===== src/verilog/cps_consts.svh =====
`ifndef CPS_CONSTS_SVH
`define CPS_CONSTS_SVH

// register map of the management port
`define CPS_ADDR_PROFILE_STATUS_ONE 8'h12
`define CPS_STATUS_RESET 8'h00

// field positions inside the status byte
`define CPS_BIT_NO_HANDSHAKE 7
`define CPS_BIT_SPARE_HI 6
`define CPS_BIT_SPARE_LO 5
`define CPS_BIT_SOURCE_UNDERVOLT 4
`define CPS_BIT_CUSTOM 3
`define CPS_BIT_DCP 2
`define CPS_BIT_CDP 1
`define CPS_BIT_PASSTHROUGH 0

// synchroniser depth for pin inputs
`define CPS_SYNC_STAGES 2

`endif


===== src/verilog/cps_pkg.sv =====
package cps_pkg;

  // active mode chosen by configuration
  typedef enum logic [1:0] {
    CPS_MODE_PASSTHROUGH,
    CPS_MODE_DCP,
    CPS_MODE_CDP,
    CPS_MODE_DEDICATED_CYCLE
  } cps_mode_e;

  // profile that the portable device accepted
  typedef enum logic [1:0] {
    CPS_PROF_NONE,
    CPS_PROF_CUSTOM,
    CPS_PROF_DCP,
    CPS_PROF_CDP
  } cps_prof_e;

  // events from the emulation engine, same clock
  typedef struct packed {
    logic dedicated_emulation_cycle;
    logic profile_applied;
    logic profile_end_unshaken;
    logic accepted;
    cps_prof_e accepted_prof;
    logic charging;
    logic removal;
  } cps_engine_s;

  // configuration settings, same clock
  typedef struct packed {
    cps_mode_e active_mode;
    logic custom_hs_close;
    logic custom_cc_limit;
    logic dedicated_hs_switch_ctl;
  } cps_cfg_s;

  // asynchronous pin levels
  typedef struct packed {
    logic source_below_lockout;
    logic port_power_enable;
    logic mode_select_first;
  } cps_pins_s;

  typedef logic [7:0] cps_byte_t;

endpackage : cps_pkg


===== src/verilog/cps_status.sv =====
`timescale 1ns/1ns
`include "cps_consts.svh"

// Overview of operation
// 8-bit read-only status byte at 12h
// bits 6 and 5 always read zero
// no-handshake set only in dedicated cycle
// new profile applied clears no-handshake
// profile ends unshaken sets no-handshake
// no-handshake excludes every other profile bit
// cleared no-handshake does not mean charging
// undervoltage flag set, power switch held off
// undervoltage flag clears above lockout threshold
// custom flag on custom handshake while charging
// custom profile drives high-speed switch setting
// custom profile selects current-limit behaviour
// DCP flag on accepted DCP while charging
// DCP switch follows dedicated switch control
// DCP uses constant-current limiting
// pass-through flag not reset after reattach
// first mode-select toggle re-arms pass-through
// power off, mode change, removal clear profiles
// flags never drive alert or attach outputs
// CDP flag, switch closed, trip limiting
// pass-through flag, switch closed, trip limiting
// writes ignored, reads have no side effect
// status byte coherent, updated on clock

module cps_status
  import cps_pkg::*;
(
  // clock, enable and reset
  input wire logic i_clock,
  input wire logic i_resetn,
  input wire logic i_clk_en,
  // pins from outside the clock domain
  input wire cps_pins_s i_pins,
  // emulation engine and configuration
  input wire cps_engine_s i_engine,
  input wire cps_cfg_s i_cfg,
  // register access from the management port
  input wire logic [7:0] i_reg_addr,
  input wire logic i_reg_rd,
  input wire logic i_reg_wr,
  output cps_byte_t o_reg_rdata,
  output logic o_reg_ack,
  // port controls and status view
  output logic o_hs_switch_closed,
  output logic o_cc_limit_mode,
  output logic o_port_switch_hold_off,
  output cps_byte_t o_status
);

  // pass-through indication arming
  typedef enum logic [1:0] {
    CPS_THRU_ARMED,
    CPS_THRU_SHOWN,
    CPS_THRU_SPENT
  } cps_thru_e;

  // true when the engine reports acceptance of a given profile while charging
  function automatic logic prof_hit(input cps_engine_s ev, input cps_prof_e prof);
    prof_hit = ev.accepted && (ev.accepted_prof == prof) && ev.charging;
  endfunction : prof_hit

  // synchronised pins and their history
  cps_pins_s pins_s;
  cps_mode_e mode_q;
  logic msel_q;

  // clearing causes
  logic mode_change;
  logic msel_toggle;
  logic power_off;
  logic profile_clear;

  // pass-through arming state
  cps_thru_e thru_state_q;
  cps_thru_e thru_state_d;

  // set and clear requests
  logic set_custom;
  logic set_dcp;
  logic set_cdp;
  logic set_thru;
  logic any_prof_set;
  logic set_unshaken;
  logic clr_unshaken;

  // held flags
  logic custom_flag;
  logic dcp_flag;
  logic cdp_flag;
  logic thru_flag;
  logic unshaken_flag;
  logic undervolt_q;

  // status byte and port controls
  logic hs_d;
  logic cc_d;
  cps_byte_t status_d;
  cps_byte_t status_q;
  logic hs_q;
  logic cc_q;
  logic hold_q;

  // register port
  logic status_sel;
  cps_byte_t rdata_q;
  logic ack_q;

  // pins pass two flops before anything reads them
  cps_sync u_sync (
    .i_clock(i_clock),
    .i_resetn(i_resetn),
    .i_clk_en(i_clk_en),
    .i_pins(i_pins),
    .o_pins(pins_s)
  );

  // registered mode, so a new selection shows as a one-cycle change
  always_ff @(posedge i_clock or negedge i_resetn) begin
    if (!i_resetn) begin
      mode_q <= CPS_MODE_PASSTHROUGH;
    end else if (i_clk_en) begin
      mode_q <= i_cfg.active_mode;
    end
  end

  // last first mode-select level; resets to the pin's idle low, no false toggle
  always_ff @(posedge i_clock or negedge i_resetn) begin
    if (!i_resetn) begin
      msel_q <= 1'b0;
    end else if (i_clk_en) begin
      msel_q <= pins_s.mode_select_first;
    end
  end

  // clearing causes shared by the four profile flags
  assign mode_change = (i_cfg.active_mode != mode_q);
  assign msel_toggle = (pins_s.mode_select_first != msel_q);
  // a level, so flags stay clear while power is off unless a set request arrives
  assign power_off = !pins_s.port_power_enable;
  assign profile_clear = power_off || mode_change || i_engine.removal;

  // custom only counts inside the dedicated cycle
  assign set_custom = prof_hit(i_engine, CPS_PROF_CUSTOM)
                      && i_engine.dedicated_emulation_cycle;
  assign set_dcp = prof_hit(i_engine, CPS_PROF_DCP);
  assign set_cdp = prof_hit(i_engine, CPS_PROF_CDP);

  // pass-through arming; a plain reattach does not re-arm
  always_comb begin
    thru_state_d = thru_state_q;
    case (thru_state_q)
      CPS_THRU_ARMED: begin
        if (i_cfg.active_mode == CPS_MODE_PASSTHROUGH && pins_s.port_power_enable
            && !i_engine.removal) begin
          thru_state_d = CPS_THRU_SHOWN;
        end
      end
      CPS_THRU_SHOWN: begin
        if (i_engine.removal) begin
          thru_state_d = CPS_THRU_SPENT;
        end else if (mode_change || power_off) begin
          thru_state_d = CPS_THRU_ARMED;
        end
      end
      CPS_THRU_SPENT: begin
        if (msel_toggle || mode_change) begin
          thru_state_d = CPS_THRU_ARMED;
        end
      end
      default: begin
        thru_state_d = CPS_THRU_ARMED;
      end
    endcase
  end

  // arming state register
  always_ff @(posedge i_clock or negedge i_resetn) begin
    if (!i_resetn) begin
      thru_state_q <= CPS_THRU_ARMED;
    end else if (i_clk_en) begin
      thru_state_q <= thru_state_d;
    end
  end

  // the flag rises as the arming state moves to shown
  assign set_thru = (thru_state_q == CPS_THRU_ARMED)
                    && (thru_state_d == CPS_THRU_SHOWN);

  // one sticky flag per handshake outcome
  cps_flag u_custom (
    .i_clock(i_clock),
    .i_resetn(i_resetn),
    .i_clk_en(i_clk_en),
    .i_set(set_custom),
    .i_clear(profile_clear),
    .o_flag(custom_flag)
  );

  cps_flag u_dcp (
    .i_clock(i_clock),
    .i_resetn(i_resetn),
    .i_clk_en(i_clk_en),
    .i_set(set_dcp),
    .i_clear(profile_clear),
    .o_flag(dcp_flag)
  );

  cps_flag u_cdp (
    .i_clock(i_clock),
    .i_resetn(i_resetn),
    .i_clk_en(i_clk_en),
    .i_set(set_cdp),
    .i_clear(profile_clear),
    .o_flag(cdp_flag)
  );

  cps_flag u_thru (
    .i_clock(i_clock),
    .i_resetn(i_resetn),
    .i_clk_en(i_clk_en),
    .i_set(set_thru),
    .i_clear(profile_clear),
    .o_flag(thru_flag)
  );

  // no-handshake is blocked by any profile bit, present or arriving
  assign any_prof_set = custom_flag || dcp_flag || cdp_flag || thru_flag
                        || set_custom || set_dcp || set_cdp || set_thru;
  assign set_unshaken = i_engine.profile_end_unshaken && i_engine.dedicated_emulation_cycle
                        && !any_prof_set;
  // clearing means only that a profile was applied, not that charge flows
  assign clr_unshaken = i_engine.profile_applied || any_prof_set;

  cps_flag u_unshaken (
    .i_clock(i_clock),
    .i_resetn(i_resetn),
    .i_clk_en(i_clk_en),
    .i_set(set_unshaken),
    .i_clear(clr_unshaken),
    .o_flag(unshaken_flag)
  );

  // undervoltage flag tracks the synchronised comparator level
  always_ff @(posedge i_clock or negedge i_resetn) begin
    if (!i_resetn) begin
      undervolt_q <= 1'b0;
    end else if (i_clk_en) begin
      undervolt_q <= pins_s.source_below_lockout;
    end
  end

  // switch and current-limit choice per accepted profile
  always_comb begin
    hs_d = 1'b0;
    cc_d = 1'b0;
    if (custom_flag) begin
      hs_d = i_cfg.custom_hs_close;
      cc_d = i_cfg.custom_cc_limit;
    end else if (dcp_flag) begin
      hs_d = i_cfg.dedicated_hs_switch_ctl;
      cc_d = 1'b1;
    end else if (cdp_flag || thru_flag) begin
      hs_d = 1'b1;
      cc_d = 1'b0;
    end
  end

  // assemble the status byte; spare bits are tied low
  always_comb begin
    status_d = `CPS_STATUS_RESET;
    status_d[`CPS_BIT_NO_HANDSHAKE] = unshaken_flag;
    status_d[`CPS_BIT_SPARE_HI] = 1'b0;
    status_d[`CPS_BIT_SPARE_LO] = 1'b0;
    status_d[`CPS_BIT_SOURCE_UNDERVOLT] = undervolt_q;
    status_d[`CPS_BIT_CUSTOM] = custom_flag;
    status_d[`CPS_BIT_DCP] = dcp_flag;
    status_d[`CPS_BIT_CDP] = cdp_flag;
    status_d[`CPS_BIT_PASSTHROUGH] = thru_flag;
  end

  // snapshot each cycle so a read sees one coherent byte
  always_ff @(posedge i_clock or negedge i_resetn) begin
    if (!i_resetn) begin
      status_q <= `CPS_STATUS_RESET;
    end else if (i_clk_en) begin
      status_q <= status_d;
    end
  end

  // switch and limit follow the profile; undervoltage forces the switch open
  always_ff @(posedge i_clock or negedge i_resetn) begin
    if (!i_resetn) begin
      hs_q <= 1'b0;
      cc_q <= 1'b0;
    end else if (i_clk_en) begin
      hs_q <= hs_d && !undervolt_q;
      cc_q <= cc_d;
    end
  end

  // power switch hold-off; nothing here feeds alert or attach pins
  always_ff @(posedge i_clock or negedge i_resetn) begin
    if (!i_resetn) begin
      hold_q <= 1'b0;
    end else if (i_clk_en) begin
      hold_q <= undervolt_q;
    end
  end

  // only one register is mapped on the management port
  assign status_sel = (i_reg_addr == `CPS_ADDR_PROFILE_STATUS_ONE);

  // every access is acknowledged next cycle; writes are dropped
  always_ff @(posedge i_clock or negedge i_resetn) begin
    if (!i_resetn) begin
      ack_q <= 1'b0;
    end else if (i_clk_en) begin
      ack_q <= i_reg_rd || i_reg_wr;
    end
  end

  // reads copy the snapshot and never touch a flag
  always_ff @(posedge i_clock or negedge i_resetn) begin
    if (!i_resetn) begin
      rdata_q <= `CPS_STATUS_RESET;
    end else if (i_clk_en && i_reg_rd) begin
      if (status_sel) begin
        rdata_q <= status_q;
      end else begin
        rdata_q <= `CPS_STATUS_RESET; // unmapped reads give zero
      end
    end
  end

  assign o_reg_rdata = rdata_q;
  assign o_reg_ack = ack_q;
  assign o_hs_switch_closed = hs_q;
  assign o_cc_limit_mode = cc_q;
  assign o_port_switch_hold_off = hold_q;
  assign o_status = status_q;

endmodule : cps_status


===== src/verilog/cps_sync.sv =====
`timescale 1ns/1ns
`include "cps_consts.svh"

module cps_sync
  import cps_pkg::*;
(
  // clock and reset
  input wire logic i_clock,
  input wire logic i_resetn,
  input wire logic i_clk_en,
  // pin levels in and out
  input wire cps_pins_s i_pins,
  output cps_pins_s o_pins
);

  cps_pins_s stage_q [`CPS_SYNC_STAGES];

  // two flops per pin; only the last stage is read
  always_ff @(posedge i_clock or negedge i_resetn) begin
    if (!i_resetn) begin
      for (int i = 0; i < `CPS_SYNC_STAGES; i++) begin
        stage_q[i] <= '0;
      end
    end else if (i_clk_en) begin
      stage_q[0] <= i_pins;
      for (int i = 1; i < `CPS_SYNC_STAGES; i++) begin
        stage_q[i] <= stage_q[i-1];
      end
    end
  end

  assign o_pins = stage_q[`CPS_SYNC_STAGES-1];

endmodule : cps_sync


===== src/verilog/cps_flag.sv =====
`timescale 1ns/1ns

module cps_flag (
  // clock and reset
  input wire logic i_clock,
  input wire logic i_resetn,
  input wire logic i_clk_en,
  // set and clear requests
  input wire logic i_set,
  input wire logic i_clear,
  // held flag
  output logic o_flag
);

  logic flag_q;

  // set wins so an event in the clear cycle is kept
  always_ff @(posedge i_clock or negedge i_resetn) begin
    if (!i_resetn) begin
      flag_q <= 1'b0;
    end else if (i_clk_en) begin
      if (i_set) begin
        flag_q <= 1'b1;
      end else if (i_clear) begin
        flag_q <= 1'b0;
      end
    end
  end

  assign o_flag = flag_q;

endmodule : cps_flag


===== config.mk =====
export PLATFORM = sky130hd
export DESIGN_NAME = cps_status
export DESIGN_NICKNAME = d
export VERILOG_FILES = /design/src/verilog/cps_pkg.sv /design/src/verilog/cps_status.sv /design/src/verilog/cps_sync.sv /design/src/verilog/cps_flag.sv
export VERILOG_INCLUDE_DIRS = /design/src /design/src/verilog
export SDC_FILE = /design/constraint.sdc
export NUM_CORES = 1
export LEC_CHECK = 0
export BUFFER_PORTS_ARGS = -buffer_cell sky130_fd_sc_hd__buf_2
export CELL_PAD_IN_SITES_DETAIL_PLACEMENT = 1
export CELL_PAD_IN_SITES_GLOBAL_PLACEMENT = 2
export CORE_ASPECT_RATIO = 1.25
export CORE_MARGIN = 3
export CORE_UTILIZATION = 31
export DETAILED_ROUTE_END_ITERATION = 16
export PLACE_DENSITY = 0.88
export SLEW_MARGIN = 10
export SYNTH_ARGS = -nofsm -noshare
export SYNTH_HDL_FRONTEND = slang
export SYNTH_HIERARCHICAL = 1
export SYNTH_SLANG_ARGS = --single-unit

===== constraint.sdc =====
create_clock -name i_clock -period 1.9 [get_ports i_clock]
set_input_delay 0.19 -clock i_clock [delete_from_list [all_inputs] [get_ports i_clock]]
set_output_delay 0.19 -clock i_clock [all_outputs]
set_load 0.01 [all_outputs]

======== Word level (Yosys, flattened, before mapping) ========
Index checks and enable logic that the tools add are counted.
storage, ports and cells
  register bits ........................... 35
  output and inout bits ................... 20
  logic and storage cells ................. 91
cells by class
  equality and inequality tests ........... 9
  mux-type cells .......................... 18
  reductions and logical operators ........ 43
operator list
  kind                  count
  $logic_and A1 B1 Y1   14
  $logic_or A1 B1 Y1    13
  $mux W1               12
  $reduce_and A2 Y1     5
  $reduce_bool A2 Y1    5
  $eq A8 B5 Y1 const B  1
  $mux W2               4
  $mux W8               1
  $eq A2 B1 Y1 const B  3
  $eq A2 B2 Y1 const B  3
  $pmux W2 S3           1
  $logic_not A1 Y1      4
  $logic_not A2 Y1      2
  $ne A2 B2 Y1          1
  $ne A1 B1 Y1          1

======== Depth between registers and ports, before layout ========
Gate-level depths: netlist (run 1).
  depth in word-level cells ............... 12
  depth in mapped cells ................... 6

======== Modules after synthesis ========
The synthesis (run 1) kept the hierarchy.
by module, submodules not included
  module      instances  cells an instance  area an instance (µm²)
  cps_status  1          99                 1034.7
  cps_sync    1          16                 274.0
  cps_flag    5          3                  37.5

======== Worst setup path after synthesis (run 1) ========
OpenSTA, ideal clock, no wires.
  kind .................................... register to register
  start point ............................. register u_sync.stage_q, in the netlist u_sync/o_pins[1]
  end point ............................... register u_unshaken.flag_q, in the netlist u_unshaken/o_flag
  library setup time ...................... 66 ps
  data arrival time ....................... 1363 ps
  slack ................................... 471 ps
  cell stages (with the launch flop) ...... 7
  path buffers ............................ 1
  cell sequence ........................... dfrtp_1 buf_4 nor3b_1 nor4b_4 or4_1 nand2_1 a22o_1
on the way
  elaborated cells between the ends (all ways) .. 17
RTL lines
  element                                line               text
  from (decl)                            cps_sync.sv:16     cps_pins_s stage_q [`CPS_SYNC_STAGES];
  from (signal, indexed assignment)      cps_sync.sv:27     stage_q[i] <= stage_q[i-1];
  $logic_not A1 Y1                       cps_status.sv:143  assign power_off = !pins_s.port_power_enable;
  $logic_or A1 B1 Y1                     cps_status.sv:165  end else if (mode_change || power_off) begin
  $mux W2                                cps_status.sv:165
  $mux W2                                cps_status.sv:163  if (i_engine.removal) begin
  $pmux W2 S3 *                          cps_status.sv:155  case (thru_state_q)
  $eq A2 B1 Y1 *                         cps_status.sv:191  && (thru_state_d == CPS_THRU_SHOWN);
  $logic_and A1 B1 Y1 *                  cps_status.sv:191
  via set_thru                           cps_status.sv:85   logic set_thru;
  $logic_or A1 B1 Y1 *                   cps_status.sv:232  || set_custom || set_dcp || set_cdp || set_thru;
  $logic_or A1 B1 Y1 *                   cps_status.sv:236  assign clr_unshaken = i_engine.profile_applied || any_prof_set;
  via clr_unshaken                       cps_status.sv:88   logic clr_unshaken;
  $reduce_bool A2 Y1 (no source line) *  -
  $reduce_and A2 Y1 (no source line) *   -
  to (signal assigned)                   cps_flag.sv:20     flag_q <= 1'b0;
  to (signal assigned)                   cps_flag.sv:23     flag_q <= 1'b1;
  to (signal assigned)                   cps_flag.sv:25     flag_q <= 1'b0;
  to (decl)                              cps_flag.sv:15     logic flag_q;
Mark *: on every way through the listed nets, which the timed path passes. The rest lies on a longest branch.
A chain may end at the register's enable or synchronous reset.

======== Worst setup path in the final report (run 1) ========
  start point ............................. register thru_state_q[1]
  end point ............................... register u_unshaken.flag_q, in the netlist u_unshaken/o_flag
on the way
  elaborated cells between the ends (all ways) .. 17
RTL lines
  element                                line               text
  from (decl)                            cps_status.sv:78   cps_thru_e thru_state_q;
  from (signal assigned)                 cps_status.sv:185  thru_state_q <= thru_state_d;
  $mux W2                                cps_status.sv:165
  $mux W2                                cps_status.sv:163
  $pmux W2 S3                            cps_status.sv:155
  $eq A2 B1 Y1                           cps_status.sv:191
  $logic_and A1 B1 Y1 *                  cps_status.sv:191
  via set_thru                           cps_status.sv:85
  $logic_or A1 B1 Y1 *                   cps_status.sv:232
  $logic_or A1 B1 Y1 *                   cps_status.sv:236
  via clr_unshaken                       cps_status.sv:88
  $reduce_bool A2 Y1 (no source line) *  -
  $reduce_and A2 Y1 (no source line) *   -
Marked as above.

==> impl_metrics.csv, run 1 <==
group,metric,value,unit
outcome,outcome,"finished clean",
synthesis,synth-warning-count,6,
final_layout,fillers,535,
drt,dr.first_iter.drc_count,29,
clock_network,cts_sinks,32,
power_and_ir_drop,p_per_area,847,nW/um^2
final_layout,stdcell_area,1830,um^2
min_path,hold_class,"in -> reg",
final_layout,diodes,0,
power_and_ir_drop,p_total,1.55,mW
timing,slew_violations,0,
timing,setup_tns,0,ps
clock_network,cts_root_buf,"clkbuf_8",
timing,tightest_slew,696,ps
final_layout,syn2layout_area_growth,22.5,%
global_routing,grt_max_degree,33,
synthesis,ys_seq_area_frac,0.535,
worst_setup_path,path_class,"reg -> reg",
synthesis,ys_top_cells_by_area,"dfrtp_1, mux2_2, mux2_4, nand2_1, buf_4",
global_routing,grt_pass1_wl,5.45,mm
floorplanning,dieHeight,83.7,um
placement,placedInstanceArea,1730,um^2
worst_setup_path,cp_max_fo,4,
timing,rsz0062_at_grt,"false",
worst_setup_path,cpLargestDelayFamily,"simple AND/OR/NAND/NOR gates",
synthesis,syn_area_per_cell,11.5,um^2
clock_network,cts-buffers-inserted,5,
global_routing,grt_pass1_vias,1195,
timing,finalHoldViolCount,0,
final_layout,drive_gt1_frac,0.409,
synthesis,synthFlopType,"dfrtp_1",
drt,drcViolationCount,0,
worst_setup_path,r2r_cells,5,
clock_network,cts_max_path_buffers,2,
timing,period_share,0.808,
placement,io_buffers,44,
drt,num_vias,1110,
timing,fmax,652,MHz
clock_network,cts.clk_slew.worst_paths,70,ps
worst_setup_path,cp_cell_sequence,"nor3b_1 > nor4b_4 > or4_1 > nand2_1 > a22o_1",
global_routing,grt_use_total,0.127,
clock_network,postCtsSetupRepairBufs,0,
drt,wl,3.32,mm
drt,vias_per_cell,4.74,
placement,routabilityCongestion,0.785,
final_layout,nets,204,
synthesis,synth_edf_count,0,
clock_network,cts_tree,"yes",
drt,routedWlPerCell,14.2,um
timing,holdWs,139,ps
power_and_ir_drop,peakVddDrop,0.493,mV
synthesis,yosys.area.top_type,"dfrtp_1",
global_routing,grt_antenna_before_repair,0,
floorplanning,start_util,0.331,
timing,period_needed,1530,ps
timing,finalSetupViolCount,0,
clock_network,h-tree-depth,2,
min_path,min_path_cells,2,
synthesis,synth.distinct_cells,32,
worst_setup_path,critPathLaunchType,"flip-flop",
timing,relSlewSlack,0.536,
timing,clock_skew,3.35,ps
worst_setup_path,max_stage_delay,380,ps
floorplanning,rows,27,
floorplanning,io_pins,49,
clock_network,cts_resized,0,
synthesis,async_reset_ff_frac,1.00,
synthesis,ys_top_cells_by_count,"dfrtp_1, nand2_1, mux2_2",
worst_setup_path,path_depth,5,
clock_network,cts_hold_buf,1,
synthesis,synth_top_cell_area_share,0.535,
timing,setup_ws,365,ps
global_routing,grt_overflow,0,
power_and_ir_drop,p_leak,0.909,nW
worst_setup_path,cpMaxStageDelayCell,"dfrtp_1",
synthesis,synthMostInstantiatedCell,"dfrtp_1",
drt,dr.pass1.iters,4,
placement,pre_cts_slack,374,ps
clock_network,clock_latency,280,ps
worst_setup_path,cp-end-kind,"flip-flop",
placement,place_inst,225,
drt,ant_nets,0,
worst_setup_path,critical_path_buf_inv_count,0,
synthesis,synthCells,130,
worst_setup_path,required,2080,ps
synthesis,syn_area,1500,um^2
synthesis,synth.ff_latch_count,32,
worst_setup_path,crit_arrival,1710,ps
final_layout,fin_util,0.405,
floorplanning,core_area,4530,um^2
floorplanning,fp.dieW,68.1,um
floorplanning,dieArea,5700,um^2
placement,dp_hpwl,2.63,mm
final_layout,instances_no_fill,234,
job,maxCapViolCount,0,
[report_power, final]
| part | internal (mW) | switching [mW] | total, mW |
|---|---|---|---|
| clock network | 0.288 | 0.245 | 0.533 |
| logic | 0.123 | 0.111 | 0.234 |
| registers | 0.738 | 0.0468 | 0.785 |
| total | 1.15 | 0.403 | 1.55 |
[routing by layer]
| metal | global-route usage | share of wire | vias to the layer above |
|---|---|---|---|
| met2 | 0.215 | 0.50 | 45 |
| met4 | 0.0470 | 0.023 | 0 |
| met5 | 0 | 0 | - |
| met3 | 0.0472 | 0.080 | 8 |
| li1 | - | - | 529 |
| met1 | 0.141 | 0.40 | 528 |
[area by class of cell]
type / instances / area (um^2) / area share
clock buffer: 6 / 82.6 / 0.0451
clock inverter: 2 / 10.0 / 0.00546
inverter: 5 / 18.8 / 0.0102
multi-input combinational: 84 / 603 / 0.329
sequential: 32 / 801 / 0.437
tap: 58 / 72.6 / 0.0396
timing repair buffer: 47 / 245 / 0.134
[cells by family (layout without fill, tap and decap cells)]
kind of cell,count (synthesis),after routing,synth area share
AO/OA/AOI/OAI,19,19,0.0861
multiplexers,16,16,0.135
flip-flops,32,32,0.535
AND/OR/NAND/NOR,42,42,0.154
other,1,4,0.00251
buffers and inverters,17,60,0.0694
XOR/XNOR,3,3,0.0176
[cell usage in the layout (no fill, tap or decap), drive strengths merged, types with 3 or more instances in the layout]
cell type	netlist	layout
o21ai	7	7
nor4	3	3
nand2	23	23
buf	11	46
nor2	6	6
a22o	5	5
inv	5	5
clkbuf	1	6
conb	1	4
dfrtp	32	32
xnor2	3	3
mux2	16	16
[worst paths after layout]
path,startpoint,slack [ps],end
max in group asynchronous,i_resetn,970,undervolt_q$_DFFE_PN0P_
setup reg to reg,thru_state_q[1]$_DFFE_PN0P_,370,u_unshaken/o_flag$_DFFE_PN0P_
hold / removal,i_pins[2],140,u_sync/stage_q[5]$_DFFE_PN0P_
setup / recovery,thru_state_q[1]$_DFFE_PN0P_,370,u_unshaken/o_flag$_DFFE_PN0P_
min in group asynchronous,i_resetn,480,o_reg_rdata[0]$_DFFE_PN0P_
hold reg to reg,o_reg_rdata[4]$_DFFE_PN0P_,480,o_reg_rdata[4]$_DFFE_PN0P_
[flip-flops by register name, summed over array words and instances, names as in the netlist]
signal,cells
u_sync/o_pins,3
u_unshaken/o_flag,1
u_dcp/o_flag,1
u_thru/o_flag,1
o_hs_switch_closed,1
o_cc_limit_mode,1
msel_q,1
o_status,6
thru_state_q,2
u_sync/stage_q,3
o_reg_rdata,6
o_reg_ack,1
u_custom/o_flag,1
mode_q,2
undervolt_q,1
u_cdp/o_flag,1
(Power assumes the default switching activity.)
==> run 2: changes to the inputs <==
--- a/config.mk
+++ b/config.mk
@@ -11,9 +11,9 @@
 export CELL_PAD_IN_SITES_GLOBAL_PLACEMENT = 2
 export CORE_ASPECT_RATIO = 1.25
 export CORE_MARGIN = 3
-export CORE_UTILIZATION = 31
+export CORE_UTILIZATION = 28
 export DETAILED_ROUTE_END_ITERATION = 16
-export PLACE_DENSITY = 0.88
+export PLACE_DENSITY = 0.85
 export SLEW_MARGIN = 10
 export SYNTH_ARGS = -nofsm -noshare
 export SYNTH_HDL_FRONTEND = slang
==> constraint.sdc (replaced) <==
create_clock -name i_clock -period 1.2 [get_ports i_clock]
set_input_delay 0.12 -clock i_clock [delete_from_list [all_inputs] [get_ports i_clock]]
set_output_delay 0.12 -clock i_clock [all_outputs]
set_load 0.01 [all_outputs]
==> run 2 against run 1 <==
  * Critical path type unchanged
  * Non-clock buffer count increased by 17
  * Cell count increased by 9.0%
  * Clock power increased by 93%
  * Critical endpoint unchanged
  * The run now ends with negative setup slack left
  * Largest cell class unchanged
==> impl_metrics.csv, run 2 (synthesis gave the netlist of run 1 again) <==
group,metric,value,unit
outcome,outcome,"finished, violations left",
outcome,violations,"negative setup slack",
worst_setup_path,path_class,"reg -> reg",
drt,dr.first_iter.drc_count,33,
final_layout,layout_commonest_cell,"buf_2",
floorplanning,rows,29,
timing,holdWs,58.8,ps
final_layout,instances_no_fill,255,
worst_setup_path,crit_arrival,1680,ps
job,maxCapViolCount,0,
final_layout,nets,221,
clock_network,cts-buffers-inserted,5,
placement,pre_cts_slack,-286,ps
timing,slew_violations,0,
drt,wl,3.64,mm
min_path,hold_class,"in -> reg",
final_layout,final_cell_mix,"buf_2, dfrtp_1, nand2_1",
timing,setup_ws,-262,ps
power_and_ir_drop,p_leak,1.03,nW
floorplanning,dieArea,6260,um^2
timing,period_needed,1460,ps
floorplanning,dieHeight,87.7,um
min_path,whs_endpoint,"u_sync/stage_q[5]$_DFFE_PN0P_",
worst_setup_path,cpLargestDelayFamily,"simple AND/OR/NAND/NOR gates",
global_routing,grt_pass1_wl,6.07,mm
worst_setup_path,cpMaxStageDelayCell,"dfrtp_1",
timing,finalSetupViolCount,3,
floorplanning,io_pins,49,
floorplanning,fp.dieW,71.4,um
timing,period_share,1.22,
worst_setup_path,max_stage_delay,410,ps
drt,routedWlPerCell,14.3,um
placement,place_inst,243,
placement,io_buffers,44,
timing,setup_tns,-449,ps
worst_setup_path,required,1420,ps
worst_setup_path,worstSetupStartpoint,"u_dcp/o_flag$_DFFE_PN0P_",
drt,ant_nets,0,
global_routing,grt_use_total,0.126,
final_layout,diodes,0,
timing,finalHoldViolCount,0,
clock_network,cts_sinks,32,
global_routing,grt_overflow,0,
floorplanning,core_area,5120,um^2
timing,rsz0062_at_grt,"true",
global_routing,grt_pass1_vias,1295,
final_layout,fin_util,0.402,
worst_setup_path,cp-end-kind,"flip-flop",
clock_network,cts_tree,"yes",
global_routing,grt_antenna_before_repair,0,
worst_setup_path,timing.rr.start,"u_dcp/o_flag$_DFFE_PN0P_",
clock_network,cts_root_buf,"clkbuf_8",
worst_setup_path,cp_common_cell,"nand2_1",
final_layout,syn2layout_area_growth,37.3,%
timing,clock_skew,6.33,ps
final_layout,drive_gt1_frac,0.492,
clock_network,cts.clk_slew.worst_paths,70,ps
worst_setup_path,cp_max_fo,2,
clock_network,h-tree-depth,2,
worst_setup_path,reg2reg_slack,-260,ps
min_path,hp-start,"i_pins[2]",
drt,num_vias,1185,
drt,drcViolationCount,0,
placement,routabilityCongestion,0.829,
worst_setup_path,critical_path_buf_inv_count,0,
min_path,min_path_cells,2,
timing,fmax,684,MHz
worst_setup_path,r2r_cells,5,
drt,dr.pass1.iters,4,
drt,vias_per_cell,4.65,
worst_setup_path,worstReg2RegEnd,"u_unshaken/o_flag$_DFFE_PN0P_",
power_and_ir_drop,peakVddDrop,0.576,mV
clock_network,cts_max_path_buffers,2,
worst_setup_path,critPathLaunchType,"flip-flop",
power_and_ir_drop,p_per_area,1330,nW/um^2
worst_setup_path,cp_cell_sequence,"nor4_4 > nand2_1 > or4_1 > nand2_1 > a22o_1",
clock_network,clock_latency,290,ps
global_routing,grt_max_degree,20,
placement,dp_hpwl,2.81,mm
floorplanning,start_util,0.292,
## run 2: per-layer routing
metal / wire (um) / global-route usage / share of wire / vias to the layer above
li1: - / - / - / 564
met5: 0 / 0 / 0 / -
met2: 1740 / 0.200 / 0.48 / 46
met4: 70 / 0.0632 / 0.019 / 0
met3: 274 / 0.0390 / 0.075 / 5
met1: 1560 / 0.155 / 0.43 / 570
## run 2: where the power goes
group / internal (mW) / switching [mW]
clock network: 0.614 / 0.413
registers: 1.17 / 0.0716
logic: 0.263 / 0.205
## run 2: worst register-to-register path: stages, from the launching register on
cell     delay (ps)
dfrtp_1         410
nor4_4          300
nand2_1         100
or4_1           400
nand2_1          80
a22o_1          110
## run 2: stage by stage
stage | power [mW] | cell area, um^2
after CTS | 2.77 | 2040
after global routing | 2.87 | 2050
after floorplan | 1.51 | 1510
final | 2.74 | 2050
after detailed placement | 1.70 | 1870
after global placement | 1.68 | 1870
## run 2: worst max-delay path by stage
stage / to / slack (ps) / depth (start not counted)
after floorplan: u_unshaken/o_flag$_DFFE_PN0P_ / -230 / 6
after global placement: u_unshaken/o_flag$_DFFE_PN0P_ / -200 / 5
after detailed placement: u_unshaken/o_flag$_DFFE_PN0P_ / -290 / 5
after CTS: u_unshaken/o_flag$_DFFE_PN0P_ / -260 / 5
after global routing: u_unshaken/o_flag$_DFFE_PN0P_ / -360 / 5
final: u_unshaken/o_flag$_DFFE_PN0P_ / -260 / 5
## run 2: final cells by class
cell class / instances / area, um^2
sequential: 32 / 801
timing repair buffer: 64 / 402
tap: 62 / 77.6
clock buffer: 5 / 68.8
multi-input combinational: 84 / 644
clock inverter: 3 / 42.5
inverter: 5 / 18.8
fill: 587 / 3060
## run 2: timing repair
| item | 4_1_cts | 5_1_grt |
|---|---|---|
| gates resized for setup | 6 | 1 |
| endpoints found under the hold margin | 14 | 0 |
| endpoints found under the setup margin | 7 | 7 |
| pin swaps | 7 | 8 |
| setup buffers | 3 | 2 |
| hold buffers | 1 | 0 |
==> run 3: changes to the inputs <==
--- a/config.mk
+++ b/config.mk
@@ -14,6 +14,7 @@
 export CORE_UTILIZATION = 28
 export DETAILED_ROUTE_END_ITERATION = 16
 export PLACE_DENSITY = 0.85
+export SETUP_SLACK_MARGIN = 0.02
 export SLEW_MARGIN = 10
 export SYNTH_ARGS = -nofsm -noshare
 export SYNTH_HDL_FRONTEND = slang
==> run 3 against run 2 <==
  * The run still ends with negative setup slack left
  * Sequential power is essentially flat
  * Worst setup slack worse by 12 ps
  * Largest power group unchanged
  * Core utilization shrank 0.15 points
  * Critical path depth stayed put
  * First-iteration DRC count decreased by 15%
  * Cell count shrank 0.39%
  * Via count grew 0.25%
  * Sequential share of layout area increased by 0.14 points
  * Fmax is 0.81% lower
  * Global-route usage hardly changed
  * Combinational power fell by 1%
  * Critical endpoint unchanged
==> impl_metrics.csv, run 3 (synthesis gave the netlist of run 1 again) <==
group,metric,value,unit
min_path,min_path_cells,2,
clock_network,cts_max_path_buffers,2,
worst_setup_path,r2r_cells,5,
global_routing,grt_pass1_wl,6.06,mm
timing,setup_ws,-274,ps
clock_network,cts_sinks,32,
global_routing,gr-usage-met2,0.200,
min_path,hp-start,"i_pins[2]",
global_routing,grt_antenna_before_repair,0,
final_layout,final_cell_mix,"buf_2, dfrtp_1, nand2_1",
timing,setup_tns,-466,ps
final_layout,fillers,587,
power_and_ir_drop,p_leak,1.03,nW
global_routing,grt_overflow,0,
clock_network,cts-buffers-inserted,5,
global_routing,grt_use_total,0.126,
worst_setup_path,cp_common_cell,"nand2_1",
power_and_ir_drop,peakVddDrop,0.572,mV
drt,wl,3.64,mm
final_layout,drive_gt1_frac,0.490,
clock_network,clock_latency,280,ps
timing,finalHoldViolCount,0,
floorplanning,rows,29,
worst_setup_path,path_class,"reg -> reg",
drt,vias_per_cell,4.68,
drt,ant_nets,0,
worst_setup_path,required,1420,ps
global_routing,grt_pass1_vias,1294,
worst_setup_path,timing.rr.start,"u_dcp/o_flag$_DFFE_PN0P_",
worst_setup_path,max_stage_delay,410,ps
final_layout,syn2layout_area_growth,36.8,%
floorplanning,dieArea,6260,um^2
global_routing,met3_usage,0.0390,
drt,routedWlPerCell,14.3,um
placement,routabilityCongestion,0.829,
timing,fmax,679,MHz
placement,dp_hpwl,2.81,mm
worst_setup_path,crit_arrival,1700,ps
worst_setup_path,worstSetupStartpoint,"u_dcp/o_flag$_DFFE_PN0P_",
outcome,violations,"negative setup slack",
outcome,outcome,"finished, violations left",
clock_network,h-tree-depth,2,
floorplanning,fp.dieW,71.4,um
drt,dr.pass1.iters,4,
timing,slew_violations,0,
worst_setup_path,worstReg2RegEnd,"u_unshaken/o_flag$_DFFE_PN0P_",
worst_setup_path,cp_max_fo,2,
placement,io_buffers,44,
floorplanning,dieHeight,87.7,um
global_routing,met1_usage,0.154,
final_layout,fin_util,0.400,
floorplanning,start_util,0.292,
placement,placedInstanceArea,1870,um^2
global_routing,top_usage_layer,"met2",
worst_setup_path,critPathLaunchType,"flip-flop",
final_layout,diodes,0,
clock_network,cts.clk_slew.worst_paths,70,ps
timing,rsz0062_at_grt,"true",
floorplanning,core_area,5120,um^2
worst_setup_path,cp-end-kind,"flip-flop",
min_path,hold_class,"in -> reg",
power_and_ir_drop,p_per_area,1330,nW/um^2
worst_setup_path,cp_cell_sequence,"nor4_4 > nand2_1 > or4_1 > nand2_1 > a22o_1",
global_routing,grt_max_degree,20,
drt,dr.first_iter.drc_count,28,
worst_setup_path,cpMaxStageDelayCell,"dfrtp_1",
floorplanning,io_pins,49,
min_path,whs_endpoint,"u_sync/stage_q[5]$_DFFE_PN0P_",
timing,period_needed,1470,ps
job,maxCapViolCount,0,
clock_network,cts_tree,"yes",
timing,period_share,1.23,
final_layout,stdcell_area,2050,um^2
final_layout,nets,220,
drt,num_vias,1188,
timing,finalSetupViolCount,3,
clock_network,cts_root_buf,"clkbuf_8",
worst_setup_path,reg2reg_slack,-270,ps
final_layout,layout_commonest_cell,"buf_2",
timing,clock_skew,5.06,ps
drt,drcViolationCount,0,
## run 3: changes by cell type in the layout (fill, tap and decap cells not counted), sizes merged
cell,before,now
buf,63,62
## run 3: metal layers
layer,up-vias,part of all wire
li1,561,-
met1,578,0.43
met2,44,0.48
met3,5,0.072
met4,0,0.019
met5,-,0
## run 3: timing repair
item,4_1_cts,5_1_grt
hold buffers,1,0
hold endpoints to repair,14,0
setup endpoints to repair,7,7
setup buffers,3,2
pin swaps,7,8
resized for setup,7,0
## run 3: worst max-delay path, delay by kind of cell (launching register included)
| kind | cells | cell delay (ps) |
|---|---|---|
| and+or+nand+nor | 4 | 890 |
| DFF | 1 | 410 |
| AOI/OAI and AO/OA | 1 | 110 |
## run 3: stage by stage
step	power (mW)	hold WS [ps]	setup slack (ps)	instances
floorplan	1.51	-176	-229	133
global placement	1.68	61.0	-197	243
detailed placement	1.70	63.8	-286	243
CTS	2.78	48.3	-260	254
global route	2.87	58.7	-378	254
finish	2.73	59.8	-274	254
## run 3: layout make-up
cell class,count,area [um^2],area share
well taps,62,77.6,0.0379
flip-flops and latches,32,801,0.391
multi-input cells,84,644,0.315
inverters,5,18.8,0.00917
clock inverters,3,42.5,0.0208
repair buffers,63,394,0.193
clock buffers,5,68.8,0.0336
## run 3: report_power, final
group	total, mW	internal [mW]	switching, mW	leakage, nW
Combinational	0.462	0.258	0.204	0.558
Clock	1.03	0.614	0.412	0.0541
Sequential	1.24	1.17	0.0714	0.413
Total	2.73	2.04	0.688	1.03
## run 3: worst max-delay path by stage
stage,endpoint,cells past startpoint
2_1_floorplan,u_unshaken/o_flag$_DFFE_PN0P_,6
3_3_place_gp,u_unshaken/o_flag$_DFFE_PN0P_,5
3_5_place_dp,u_unshaken/o_flag$_DFFE_PN0P_,5
4_1_cts,u_unshaken/o_flag$_DFFE_PN0P_,5
5_1_grt,u_unshaken/o_flag$_DFFE_PN0P_,5
6_report,u_unshaken/o_flag$_DFFE_PN0P_,5
